===== src/verilog/cers_pkg.sv =====
// constants, types and register map of the exposure and readout sequencer
package cers_pkg;
  // register byte offsets
  localparam logic [7:0] REG_CTRL    = 8'h00;
  localparam logic [7:0] REG_SETUP   = 8'h04;
  localparam logic [7:0] REG_GAIN    = 8'h08;
  localparam logic [7:0] REG_SHUTTER = 8'h0c;
  localparam logic [7:0] REG_MEMCMD  = 8'h10;
  localparam logic [7:0] REG_STATUS  = 8'h14;
  // control register bit positions
  localparam int CTRL_EXPOSURE_START_PULSE_EN  = 0;
  localparam int CTRL_EXPOSURE_START_PULSE_POS = 1;
  localparam int CTRL_PW_MODE  = 2;
  localparam int CTRL_MULTI    = 3;
  localparam int CTRL_DRAFT    = 4;
  localparam int CTRL_PARTIAL  = 5;
  localparam int CTRL_EXPOSURE_START_PULSE_SRC = 6;
  // memory command fields and codes
  localparam int MEM_BANK_LSB = 0;
  localparam int MEM_OP_LSB   = 2;
  localparam logic [1:0] MEM_OP_SAVE  = 2'h1;
  localparam logic [1:0] MEM_OP_LOAD  = 2'h2;
  localparam logic [1:0] MEM_OP_RESET = 2'h3;
  // live settings, one memory bank holds one copy
  typedef struct packed {
    logic        exposure_start_pulse_src;
    logic        partial;
    logic        draft;
    logic        multi_en;
    logic        pw_mode;
    logic        exposure_start_pulse_pos;
    logic        exposure_start_pulse_en;
    logic [4:0]  setup;
    logic [8:0]  gain;
    logic [10:0] shutter;
  } cers_cfg_s;
  // factory defaults: trigger off, negative polarity, fixed mode, 0 dB
  localparam logic [4:0]  SETUP_RESET   = 5'h1e;
  localparam logic [8:0]  GAIN_RESET    = 9'h000;
  localparam logic [10:0] SHUTTER_RESET = 11'h000;
  localparam cers_cfg_s   CFG_RESET = '{1'b0, 1'b0, 1'b0, 1'b0, 1'b0, 1'b0, 1'b0,
                                        SETUP_RESET, GAIN_RESET, SHUTTER_RESET};
  // black level range in lsb over 32 steps
  localparam int BLACK_MIN  = 88;
  localparam int BLACK_MAX  = 272;
  localparam int SETUP_STEP = 31;
  // sensor geometry
  localparam logic [10:0] PIX_PER_LINE   = 11'd1628;
  localparam logic [10:0] LINES_ALL      = 11'd1236;
  localparam logic [10:0] LINES_PARTIAL  = 11'd552;
  localparam logic [10:0] LINES_DRAFT    = 11'd309;
  localparam logic [10:0] PARTIAL_TOP    = 11'd342;
  localparam logic [10:0] FRAME_ALL      = 11'd1250;
  localparam logic [10:0] FRAME_PARTIAL  = 11'd625;
  localparam logic [10:0] FRAME_DRAFT    = 11'd313;
  // timing, times in ns, counts derived from the 200 MHz clock
  localparam int CLK_PERIOD_NS      = 5;
  localparam int LINE_NS_STD        = 53333;
  localparam int LINE_NS_DRAFT      = 66667;
  localparam int PW_EXTEND_NS       = 28000;
  localparam int BAUD_9600_NS       = 104166;
  localparam int LINE_CYC_STD       = LINE_NS_STD / CLK_PERIOD_NS;
  localparam int LINE_CYC_DRAFT     = LINE_NS_DRAFT / CLK_PERIOD_NS;
  localparam int PW_EXTEND_CYC      = PW_EXTEND_NS / CLK_PERIOD_NS;
  localparam int BAUD_9600_CYC      = BAUD_9600_NS / CLK_PERIOD_NS;
  localparam logic [1:0] BOOT_WAIT  = 2'h3;
  // sequencer states
  typedef enum logic [2:0] {
    ST_IDLE   = 3'b000,
    ST_EXPOSE = 3'b001,
    ST_EXTEND = 3'b010,
    ST_HOLD   = 3'b011,
    ST_ALIGN  = 3'b100,
    ST_READ   = 3'b101
  } cers_state_e;
endpackage : cers_pkg


===== src/verilog/cers_top.sv =====
// exposure and readout sequencer with wishbone settings port
// Contract
// - settings arrive over the control channel, with save, load and reset of banks
// - black level setup spans 88 to 272 lsb in 32 steps
// - gain spans 0 to +12 dB in 512 steps
// - shutter ranges from the mode frame period down to the shortest exposure
// - trigger has on/off, polarity and fixed or pulse-width method
// - draft readout and partial scan are never on together
// - all-pixel, partial and draft frames have 1236, 552 and 309 lines of 1628
// - partial scan outputs only the 552 centre lines
// - draft readout outputs two lines of every eight over the whole area
// - start pulse comes from the cc1 line or the power sync connector
// - negative polarity starts exposure on the falling edge
// - fixed mode exposure length comes from the shutter setting
// - pulse-width exposure lasts the pulse plus about 28 us
// - triggered frame valid starts with the first line after exposure ends
// - multiple exposure only acts while triggering is on
// - multiple exposure holds the image until a release pulse
// - the release pulse arrives on the cc2 line
// - exposures before a release accumulate into one image
// - each multiple exposure follows the selected trigger method
// - multiple exposure frame valid starts with the first line after release
// - four banks, the power-up bank chosen by two switches
// - serial rate 9600, 19200 or 38400 chosen by switches
//
// The Wishbone register port and the placing of the registers were left to the implementer.
module cers_top
  import cers_pkg::*;
#(
  parameter int LINE_CYC_STD_P   = cers_pkg::LINE_CYC_STD,
  parameter int LINE_CYC_DRAFT_P = cers_pkg::LINE_CYC_DRAFT,
  parameter int PW_EXTEND_CYC_P  = cers_pkg::PW_EXTEND_CYC,
  parameter int BAUD_9600_CYC_P  = cers_pkg::BAUD_9600_CYC
) (
  // clock and reset
  input  wire logic        clk,
  input  wire logic        rst_n,
  // wishbone slave
  input  wire logic        wb_cyc_i,
  input  wire logic        wb_stb_i,
  input  wire logic        wb_we_i,
  input  wire logic [7:0]  wb_adr_i,
  input  wire logic [3:0]  wb_sel_i,
  input  wire logic [31:0] wb_dat_i,
  output logic      [31:0] wb_dat_o,
  output logic             wb_ack_o,
  // trigger and release pins
  input  wire logic        cc1_exposure_start,
  input  wire logic        power_sync_connector,
  input  wire logic        cc2_release_n,
  // switches
  input  wire logic        bank_select_switch_low,
  input  wire logic        bank_select_switch_high,
  input  wire logic [1:0]  baud_switch,
  // video framing
  output logic             fval,
  output logic             lval,
  output logic             dval,
  output logic      [10:0] pix_col,
  output logic      [10:0] sensor_row,
  // analogue chain settings and serial bit rate
  output logic      [8:0]  black_level_lsb,
  output logic      [8:0]  gain_code,
  output logic             serial_bit_tick
);
  import cers_pkg::*;

  typedef struct packed {
    cers_state_e           st;
    logic [2:0]            cc1_s;
    logic [2:0]            psc_s;
    logic [2:0]            cc2_s;
    logic [1:0]            bank_lo_s;
    logic [1:0]            bank_hi_s;
    logic [3:0]            baud_s;
    cers_cfg_s             cfg;
    cers_cfg_s [3:0]       bank;
    logic                  rejected;
    logic [1:0]            boot;
    logic [13:0]           h_cnt;
    logic [10:0]           v_cnt;
    logic [10:0]           exp_cnt;
    logic [12:0]           ext_cnt;
    logic [7:0]            exp_num;
    logic [14:0]           baud_cnt;
    logic                  baud_tick;
    logic                  ack;
    logic [31:0]           rdat;
    logic                  fval;
    logic                  lval;
    logic [10:0]           pix_col;
    logic [10:0]           row;
    logic [8:0]            black;
  } cers_regs_s;

  cers_regs_s q, d;

  function automatic logic [31:0] merge(input logic [31:0] old, input logic [31:0] nw,
                                        input logic [3:0] sel);
    logic [31:0] r;
    r = old;
    for (int i = 0; i < 4; i++) begin
      if (sel[i]) begin
        r[8*i +: 8] = nw[8*i +: 8];
      end
    end
    return r;
  endfunction : merge

  // exposure length in lines, held inside one frame period
  function automatic logic [10:0] exp_lines(input logic [10:0] sh, input logic [10:0] fl);
    logic [10:0] r;
    r = sh;
    if (r == 11'h000) begin
      r = fl;
    end else if (r > fl) begin
      r = fl;
    end
    return r;
  endfunction : exp_lines

  // sensor row read out for output line v
  function automatic logic [10:0] row_of(input logic [10:0] v, input logic dr,
                                         input logic pa);
    logic [10:0] r;
    r = v;
    if (pa) begin
      r = PARTIAL_TOP + v;
    end else if (dr) begin
      r = {v[8:1], 2'b00, v[0]};
    end
    return r;
  endfunction : row_of

  function automatic logic [8:0] black_of(input logic [4:0] s);
    logic [15:0] r;
    r = 16'(BLACK_MIN) + 16'((32'(s) * 32'(BLACK_MAX - BLACK_MIN)) / 32'(SETUP_STEP));
    return r[8:0];
  endfunction : black_of

  logic        exposure_start_pulse_lvl;
  logic        exposure_start_pulse_prev;
  logic        exposure_start_pulse_edge;
  logic        exposure_start_pulse_active;
  logic        release_end;
  logic        multi_on;
  logic        line_tick;
  logic [13:0] line_last;
  logic [10:0] frame_lines;
  logic [10:0] out_lines;
  logic        exp_done;
  logic        wb_req;
  logic [31:0] cfg_word;
  logic [31:0] wr_word;
  logic [1:0]  cmd_bank;
  logic [1:0]  cmd_op;
  logic [14:0] baud_last;

  always_comb begin
    d = q;
    // sampled pins: each first sample feeds only the second (baud bits 1:0 feed 3:2), edges compare bits 1 and 2
    d.cc1_s     = {q.cc1_s[1:0], cc1_exposure_start};
    d.psc_s     = {q.psc_s[1:0], power_sync_connector};
    d.cc2_s     = {q.cc2_s[1:0], cc2_release_n};
    d.bank_lo_s = {q.bank_lo_s[0], bank_select_switch_low};
    d.bank_hi_s = {q.bank_hi_s[0], bank_select_switch_high};
    d.baud_s    = {q.baud_s[1:0], baud_switch};

    exposure_start_pulse_lvl    = q.cfg.exposure_start_pulse_src ? q.psc_s[1] : q.cc1_s[1];
    exposure_start_pulse_prev   = q.cfg.exposure_start_pulse_src ? q.psc_s[2] : q.cc1_s[2];
    exposure_start_pulse_edge   = q.cfg.exposure_start_pulse_pos ? (exposure_start_pulse_lvl & ~exposure_start_pulse_prev)
                                 : (~exposure_start_pulse_lvl & exposure_start_pulse_prev);
    exposure_start_pulse_active = q.cfg.exposure_start_pulse_pos ? exposure_start_pulse_lvl : ~exposure_start_pulse_lvl;
    release_end = q.cc2_s[1] & ~q.cc2_s[2];
    multi_on    = q.cfg.exposure_start_pulse_en & q.cfg.multi_en;

    // mode geometry
    line_last   = q.cfg.draft ? 14'(LINE_CYC_DRAFT_P - 1) : 14'(LINE_CYC_STD_P - 1);
    frame_lines = q.cfg.draft ? FRAME_DRAFT : (q.cfg.partial ? FRAME_PARTIAL : FRAME_ALL);
    out_lines   = q.cfg.draft ? LINES_DRAFT : (q.cfg.partial ? LINES_PARTIAL : LINES_ALL);
    line_tick   = (q.h_cnt >= line_last);
    d.h_cnt     = line_tick ? 14'h0000 : q.h_cnt + 14'h0001;

    // serial bit rate from the switches
    case (q.baud_s[3:2])
      2'b01:   baud_last = 15'(BAUD_9600_CYC_P / 2 - 1);
      2'b10:   baud_last = 15'(BAUD_9600_CYC_P / 4 - 1);
      default: baud_last = 15'(BAUD_9600_CYC_P - 1);
    endcase
    d.baud_tick = (q.baud_cnt >= baud_last);
    d.baud_cnt  = d.baud_tick ? 15'h0000 : q.baud_cnt + 15'h0001;

    // fixed exposure ends on a line boundary after the programmed lines
    exp_done = line_tick &&
               (q.exp_cnt + 11'h001 >= exp_lines(q.cfg.shutter, frame_lines));

    case (q.st)
      ST_IDLE: begin
        if (!q.cfg.exposure_start_pulse_en) begin
          if (line_tick) begin
            d.st    = ST_READ;
            d.v_cnt = 11'h000;
          end
        end else if (exposure_start_pulse_edge) begin
          d.st      = ST_EXPOSE;
          d.exp_cnt = 11'h000;
        end
      end
      ST_EXPOSE: begin
        if (!q.cfg.exposure_start_pulse_en) begin
          d.st = ST_IDLE;
        end else if (q.cfg.pw_mode) begin
          // the source keeps the pulse at least a line, no check here
          if (!exposure_start_pulse_active) begin
            d.st      = ST_EXTEND;
            d.ext_cnt = 13'h0000;
          end
        end else begin
          if (line_tick) begin
            d.exp_cnt = q.exp_cnt + 11'h001;
          end
          if (exp_done) begin
            d.st      = multi_on ? ST_HOLD : ST_ALIGN;
            d.exp_num = q.exp_num + 8'h01;
          end
        end
      end
      ST_EXTEND: begin
        d.ext_cnt = q.ext_cnt + 13'h0001;
        if (!q.cfg.exposure_start_pulse_en) begin
          d.st = ST_IDLE;
        end else if (q.ext_cnt >= 13'(PW_EXTEND_CYC_P - 1)) begin
          d.st      = multi_on ? ST_HOLD : ST_ALIGN;
          d.exp_num = q.exp_num + 8'h01;
        end
      end
      ST_HOLD: begin
        // charge keeps adding while further exposures run before release
        if (!multi_on) begin
          d.st = ST_ALIGN;
        end else if (release_end) begin
          d.st = ST_ALIGN;
        end else if (exposure_start_pulse_edge) begin
          d.st      = ST_EXPOSE;
          d.exp_cnt = 11'h000;
        end
      end
      ST_ALIGN: begin
        if (line_tick) begin
          d.st    = ST_READ;
          d.v_cnt = 11'h000;
        end
      end
      ST_READ: begin
        if (line_tick) begin
          d.v_cnt = q.v_cnt + 11'h001;
          if (q.cfg.exposure_start_pulse_en && (q.v_cnt + 11'h001 >= out_lines)) begin
            d.st      = ST_IDLE;
            d.exp_num = 8'h00;
          end else if (q.v_cnt + 11'h001 >= frame_lines) begin
            d.v_cnt = 11'h000;
          end
        end
      end
      default: begin
        d.st = ST_IDLE;
      end
    endcase

    // framing from next-state values so fval rises with the first lval
    d.fval    = (d.st == ST_READ) && (d.v_cnt < out_lines);
    d.lval    = d.fval && (d.h_cnt < 14'(PIX_PER_LINE));
    d.pix_col = d.lval ? d.h_cnt[10:0] : 11'h000;
    d.row     = row_of(d.v_cnt, q.cfg.draft, q.cfg.partial);

    // register bus, one wait state, ack drops after one cycle
    wb_req   = wb_cyc_i & wb_stb_i & ~q.ack;
    d.ack    = wb_req;
    cfg_word = {25'h0, q.cfg.exposure_start_pulse_src, q.cfg.partial, q.cfg.draft, q.cfg.multi_en,
                q.cfg.pw_mode, q.cfg.exposure_start_pulse_pos, q.cfg.exposure_start_pulse_en};
    cmd_bank = wb_dat_i[MEM_BANK_LSB +: 2];
    cmd_op   = wb_dat_i[MEM_OP_LSB +: 2];
    wr_word  = 32'h0;
    if (wb_req) begin
      case (wb_adr_i)
        REG_CTRL:    d.rdat = cfg_word;
        REG_SETUP:   d.rdat = {27'h0, q.cfg.setup};
        REG_GAIN:    d.rdat = {23'h0, q.cfg.gain};
        REG_SHUTTER: d.rdat = {21'h0, q.cfg.shutter};
        REG_STATUS:  d.rdat = {16'h0, q.exp_num, q.rejected, q.st,
                               q.bank_hi_s[1], q.bank_lo_s[1], q.baud_s[3:2]};
        default:     d.rdat = 32'h0;
      endcase
    end
    if (wb_req && wb_we_i) begin
      case (wb_adr_i)
        REG_CTRL: begin
          wr_word = merge(cfg_word, wb_dat_i, wb_sel_i);
          // both scan modes at once would be illegal: drop the whole write
          if (wr_word[CTRL_DRAFT] && wr_word[CTRL_PARTIAL]) begin
            d.rejected = 1'b1;
          end else begin
            d.rejected       = 1'b0;
            d.cfg.exposure_start_pulse_en    = wr_word[CTRL_EXPOSURE_START_PULSE_EN];
            d.cfg.exposure_start_pulse_pos   = wr_word[CTRL_EXPOSURE_START_PULSE_POS];
            d.cfg.pw_mode    = wr_word[CTRL_PW_MODE];
            d.cfg.multi_en   = wr_word[CTRL_MULTI];
            d.cfg.draft      = wr_word[CTRL_DRAFT];
            d.cfg.partial    = wr_word[CTRL_PARTIAL];
            d.cfg.exposure_start_pulse_src   = wr_word[CTRL_EXPOSURE_START_PULSE_SRC];
          end
        end
        REG_SETUP: begin
          wr_word     = merge({27'h0, q.cfg.setup}, wb_dat_i, wb_sel_i);
          d.cfg.setup = wr_word[4:0];
        end
        REG_GAIN: begin
          wr_word    = merge({23'h0, q.cfg.gain}, wb_dat_i, wb_sel_i);
          d.cfg.gain = wr_word[8:0];
        end
        REG_SHUTTER: begin
          wr_word       = merge({21'h0, q.cfg.shutter}, wb_dat_i, wb_sel_i);
          d.cfg.shutter = wr_word[10:0];
        end
        REG_MEMCMD: begin
          if (wb_sel_i[0]) begin
            case (cmd_op)
              MEM_OP_SAVE:  d.bank[cmd_bank] = q.cfg;
              MEM_OP_LOAD:  d.cfg            = q.bank[cmd_bank];
              MEM_OP_RESET: d.bank[cmd_bank] = CFG_RESET;
              default:      d.rejected       = q.rejected;
            endcase
          end
        end
        default: begin
          d.rejected = q.rejected;
        end
      endcase
    end

    // power-up bank load once the switch samples have settled
    if (q.boot != 2'h0) begin
      d.boot = q.boot - 2'h1;
      if (q.boot == 2'h1) begin
        d.cfg = q.bank[{q.bank_hi_s[1], q.bank_lo_s[1]}];
      end
    end

    d.black = black_of(d.cfg.setup);
  end

  always_ff @(posedge clk) begin
    if (!rst_n) begin
      q          <= '0;
      q.st       <= ST_IDLE;
      q.cfg      <= CFG_RESET;
      q.bank     <= {4{CFG_RESET}};
      q.boot     <= BOOT_WAIT;
      // release line idles high, so no false release edge after reset
      q.cc2_s    <= 3'b111;
      q.black    <= 9'h000;
    end else begin
      q <= d;
    end
  end

  assign wb_dat_o        = q.rdat;
  assign wb_ack_o        = q.ack;
  assign fval            = q.fval;
  assign lval            = q.lval;
  assign dval            = q.lval;
  assign pix_col         = q.pix_col;
  assign sensor_row      = q.row;
  assign black_level_lsb = q.black;
  assign gain_code       = q.cfg.gain;
  assign serial_bit_tick = q.baud_tick;
endmodule : cers_top


===== config.mk =====
export PLATFORM = sky130hd
export DESIGN_NAME = cers_top
export DESIGN_NICKNAME = d
export VERILOG_FILES = /design/src/verilog/cers_pkg.sv /design/src/verilog/cers_top.sv
export SDC_FILE = /design/constraint.sdc
export NUM_CORES = 1
export LEC_CHECK = 0
export ABC_CLOCK_PERIOD_IN_PS = 14700
export BUFFER_PORTS_ARGS = -buffer_cell sky130_fd_sc_hd__clkbuf_2
export CAP_MARGIN = 30
export CORE_MARGIN = 4
export CORE_UTILIZATION = 62
export CTS_CLUSTER_SIZE = 14
export DETAILED_ROUTE_END_ITERATION = 8
export GPL_TIMING_DRIVEN = 1
export PLACE_DENSITY = 0.88
export SLEW_MARGIN = 5
export SYNTH_ARGS = -nofsm -noshare
export SYNTH_HDL_FRONTEND = slang
export SYNTH_SLANG_ARGS = --single-unit
export TNS_END_PERCENT = 10

===== constraint.sdc =====
create_clock -name clk -period 14.7 [get_ports clk]
set_input_delay 2.94 -clock clk [delete_from_list [all_inputs] [get_ports clk]]
set_output_delay 2.94 -clock clk [all_outputs]
set_load 0.005 [all_outputs]

==> flow_summary.ini <==
[placement]
dp_hpwl_um = 36200
pre_cts_ws_ns = 1.39
routabilityCongestion = 0.932
io_buffers = 93

[floorplan]
start_util = 0.629
die_h_um = 184
core_um2 = 30600
rows = 64
die_w_um = 184
num_io_pins = 133
dieArea_um2 = 33900

[synth]
yosysTopAreaCell = dfxtp_1
ys_types = 98
synth_flop_cell = dfxtp_1
syn-cell-area_um2 = 19200
ys_seq_elements = 305
synth_edf_count = 0
synth.area.top_cells = dfxtp_1, nor2_1, mux4_2
synth_cells = 2347
synth_top_cell_area_share = 0.317
async_flop_share = 0
yosysWarnings = 0
ys_seq_area_frac = 0.317
syn_avg_cell_area_um2 = 8.20

[grt]
grt_pass1_wl_um = 86100
grt_pass1_vias = 17400
antenna_found_initial = 1
grt-ovfl-total = 0
grtUsageTotal = 0.307
grt_max_degree = 78

[detailed_routing]
firstDrtPassIters = 7
wl_met1_um = 20700
drc = 0
dr.max_layer_used = met4
ant_nets = 0
wl_met2_um = 24800
drt_iter0_markers = 2163
routedWlPerCell_um = 19.6
via_per_inst = 6.53
via_count = 17800
route.met3.wl_um = 5240
wl_um = 53600

[clock_network]
numCtsBuffers = 34
hold_buffers = 0
ctsHtreeMaxLevel = 2
clk_pin_slew_ns = 0.06
clock-sinks = 305
clock_path_buffers = 3
cts.root.buffer_cell = clkbuf_16
post_cts_buffers = 0
ctsResizeCount = 0
cts_tree = built
clk_latency_ns = 0.55

[sta]
max_slew_margin = 0.295
fmaxAchievable_ghz = 0.0764
maxSlewViolCount = 0
fin_setup_tns_ns = 0
worst_slack_ns = 1.61
setup_viol = 0
hold_slack_ns = 0.421
hold_viol = 0
fin_worst_skew_ns = 0.0301
worst_pin_slew_ns = 1.04
rsz0062_at_grt = no
finalCritPeriodShare = 0.891
fin_crit_ns = 13.09

[worst_setup_path]
regToRegSetupSlack_ns = 4.05
r2r-end = black_level_lsb[0]
reg2reg_from = q[139]
cpMaxStageDelayCell = and3b_1
end_kind = flop
crit_arrival_ns = 13.45
rr_worst_depth = 37
cpMostUsedCell = ha_1
start_kind = input pin
crit_start = wb_dat_i[2]
cpPeakStageDelay_ns = 0.82
cp_max_fo = 12
cp_data_required_time_ns = 15.06
worstSetupPathType = input pin to flop

[layout]
multi_input_area_um2 = 11900
layout_common_cells = nor2_1, dfxtp_1, a21oi_1
register_area_um2 = 6110
synthToLayoutAreaGrowth_pct = 6.95
drive_above_1_share = 0.127
fin_nets = 2476
layout_commonest_cell = nor2_1
nFillCells = 2347

[hold_path]
whs_path_depth = 1
hold_path_end = d[312]
hold_start = d[311]
hold_path.class = flop to flop

[job]
drv_cap = 0

[outcome]
outcome = complete, no violations
cells in the mapped netlist, types with 7 or more instances:
master and n:
a211oi_1 11, a21o_1 21, a21oi_1 222, a221oi_1 24, a22oi_1 9, a311oi_1 7
a31oi_1 23, and2_1 36, and3_1 34, buf_1 15, buf_4 74, clkbuf_1 111
dfxtp_1 305, ha_1 107, inv_1 54, mux2_2 10, mux2i_1 46, mux4_2 64
nand2_1 180, nand2b_1 23, nand3_1 68, nand3b_1 7, nand4_1 19, nor2_1 425
nor2b_1 22, nor3_1 31, nor4_1 10, o211ai_1 25, o21a_1 14, o21ai_0 103
o21ai_1 8, o22ai_1 9, or2_2 11, or3_1 8, xnor2_1 40, xor2_1 47
layer usage:
| metal | track usage | vias up |
|---|---|---|
| met4 | 0.158 | 0 |
| li1 | - | 8200 |
| met3 | 0.0634 | 245 |
| met1 | 0.381 | 8427 |
| met5 | 0 | - |
| met2 | 0.506 | 968 |
worst max-delay path: cells and delay by family:
family                   cells  cell delay, ns
AND/OR/NAND/NOR              6            1.69
AO/OA/AOI/OAI               14            4.29
buffers and inverters        4            0.80
multiplexers                 3            0.59
XOR/XNOR                     3            1.06
adder cells (fa/ha/maj)      6            2.06
area by class of cell:
type,count,share of cell area
clock inverters,10,0.00973
well taps,396,0.0241
inverters,57,0.0106
repair buffers,117,0.0313
flip-flops and latches,305,0.297
clock buffers,50,0.0472
multi-input cells,1794,0.580
diodes,1,0.000122
worst max-delay path by stage:
stage,endpoint,slack [ns],cells past startpoint
after CTS,black_level_lsb[0],1.85,36
after global routing,black_level_lsb[0],0.92,40
after floorplan,black_level_lsb[0],2.78,37
final,black_level_lsb[0],1.61,36
after global placement,black_level_lsb[0],1.43,40
after detailed placement,black_level_lsb[0],1.39,40
logic make-up after synthesis:
logic type / after synthesis / share of synthesized area
AND/OR/NAND/NOR: 906 / 0.215
buffers and inverters: 263 / 0.0662
adder cells (fa/ha/maj): 111 / 0.0737
AO/OA/AOI/OAI: 552 / 0.181
XOR/XNOR: 88 / 0.0404
other: 1 / 0.000195
flip-flops: 305 / 0.317
multiplexers: 121 / 0.105
per-stage QoR:
stage / std cells / cell area [µm²] / util
after floorplan: 2362 / 19300 / -
after global placement: 2668 / 19400 / 0.634
final: 2730 / 20600 / 0.673
after global routing: 2730 / 20600 / 0.673
after CTS: 2728 / 20600 / 0.672
after detailed placement: 2668 / 19400 / 0.634
Power is not shown: default switching activity piles up to over one toggle a cycle in this logic, so the estimate is an artifact.
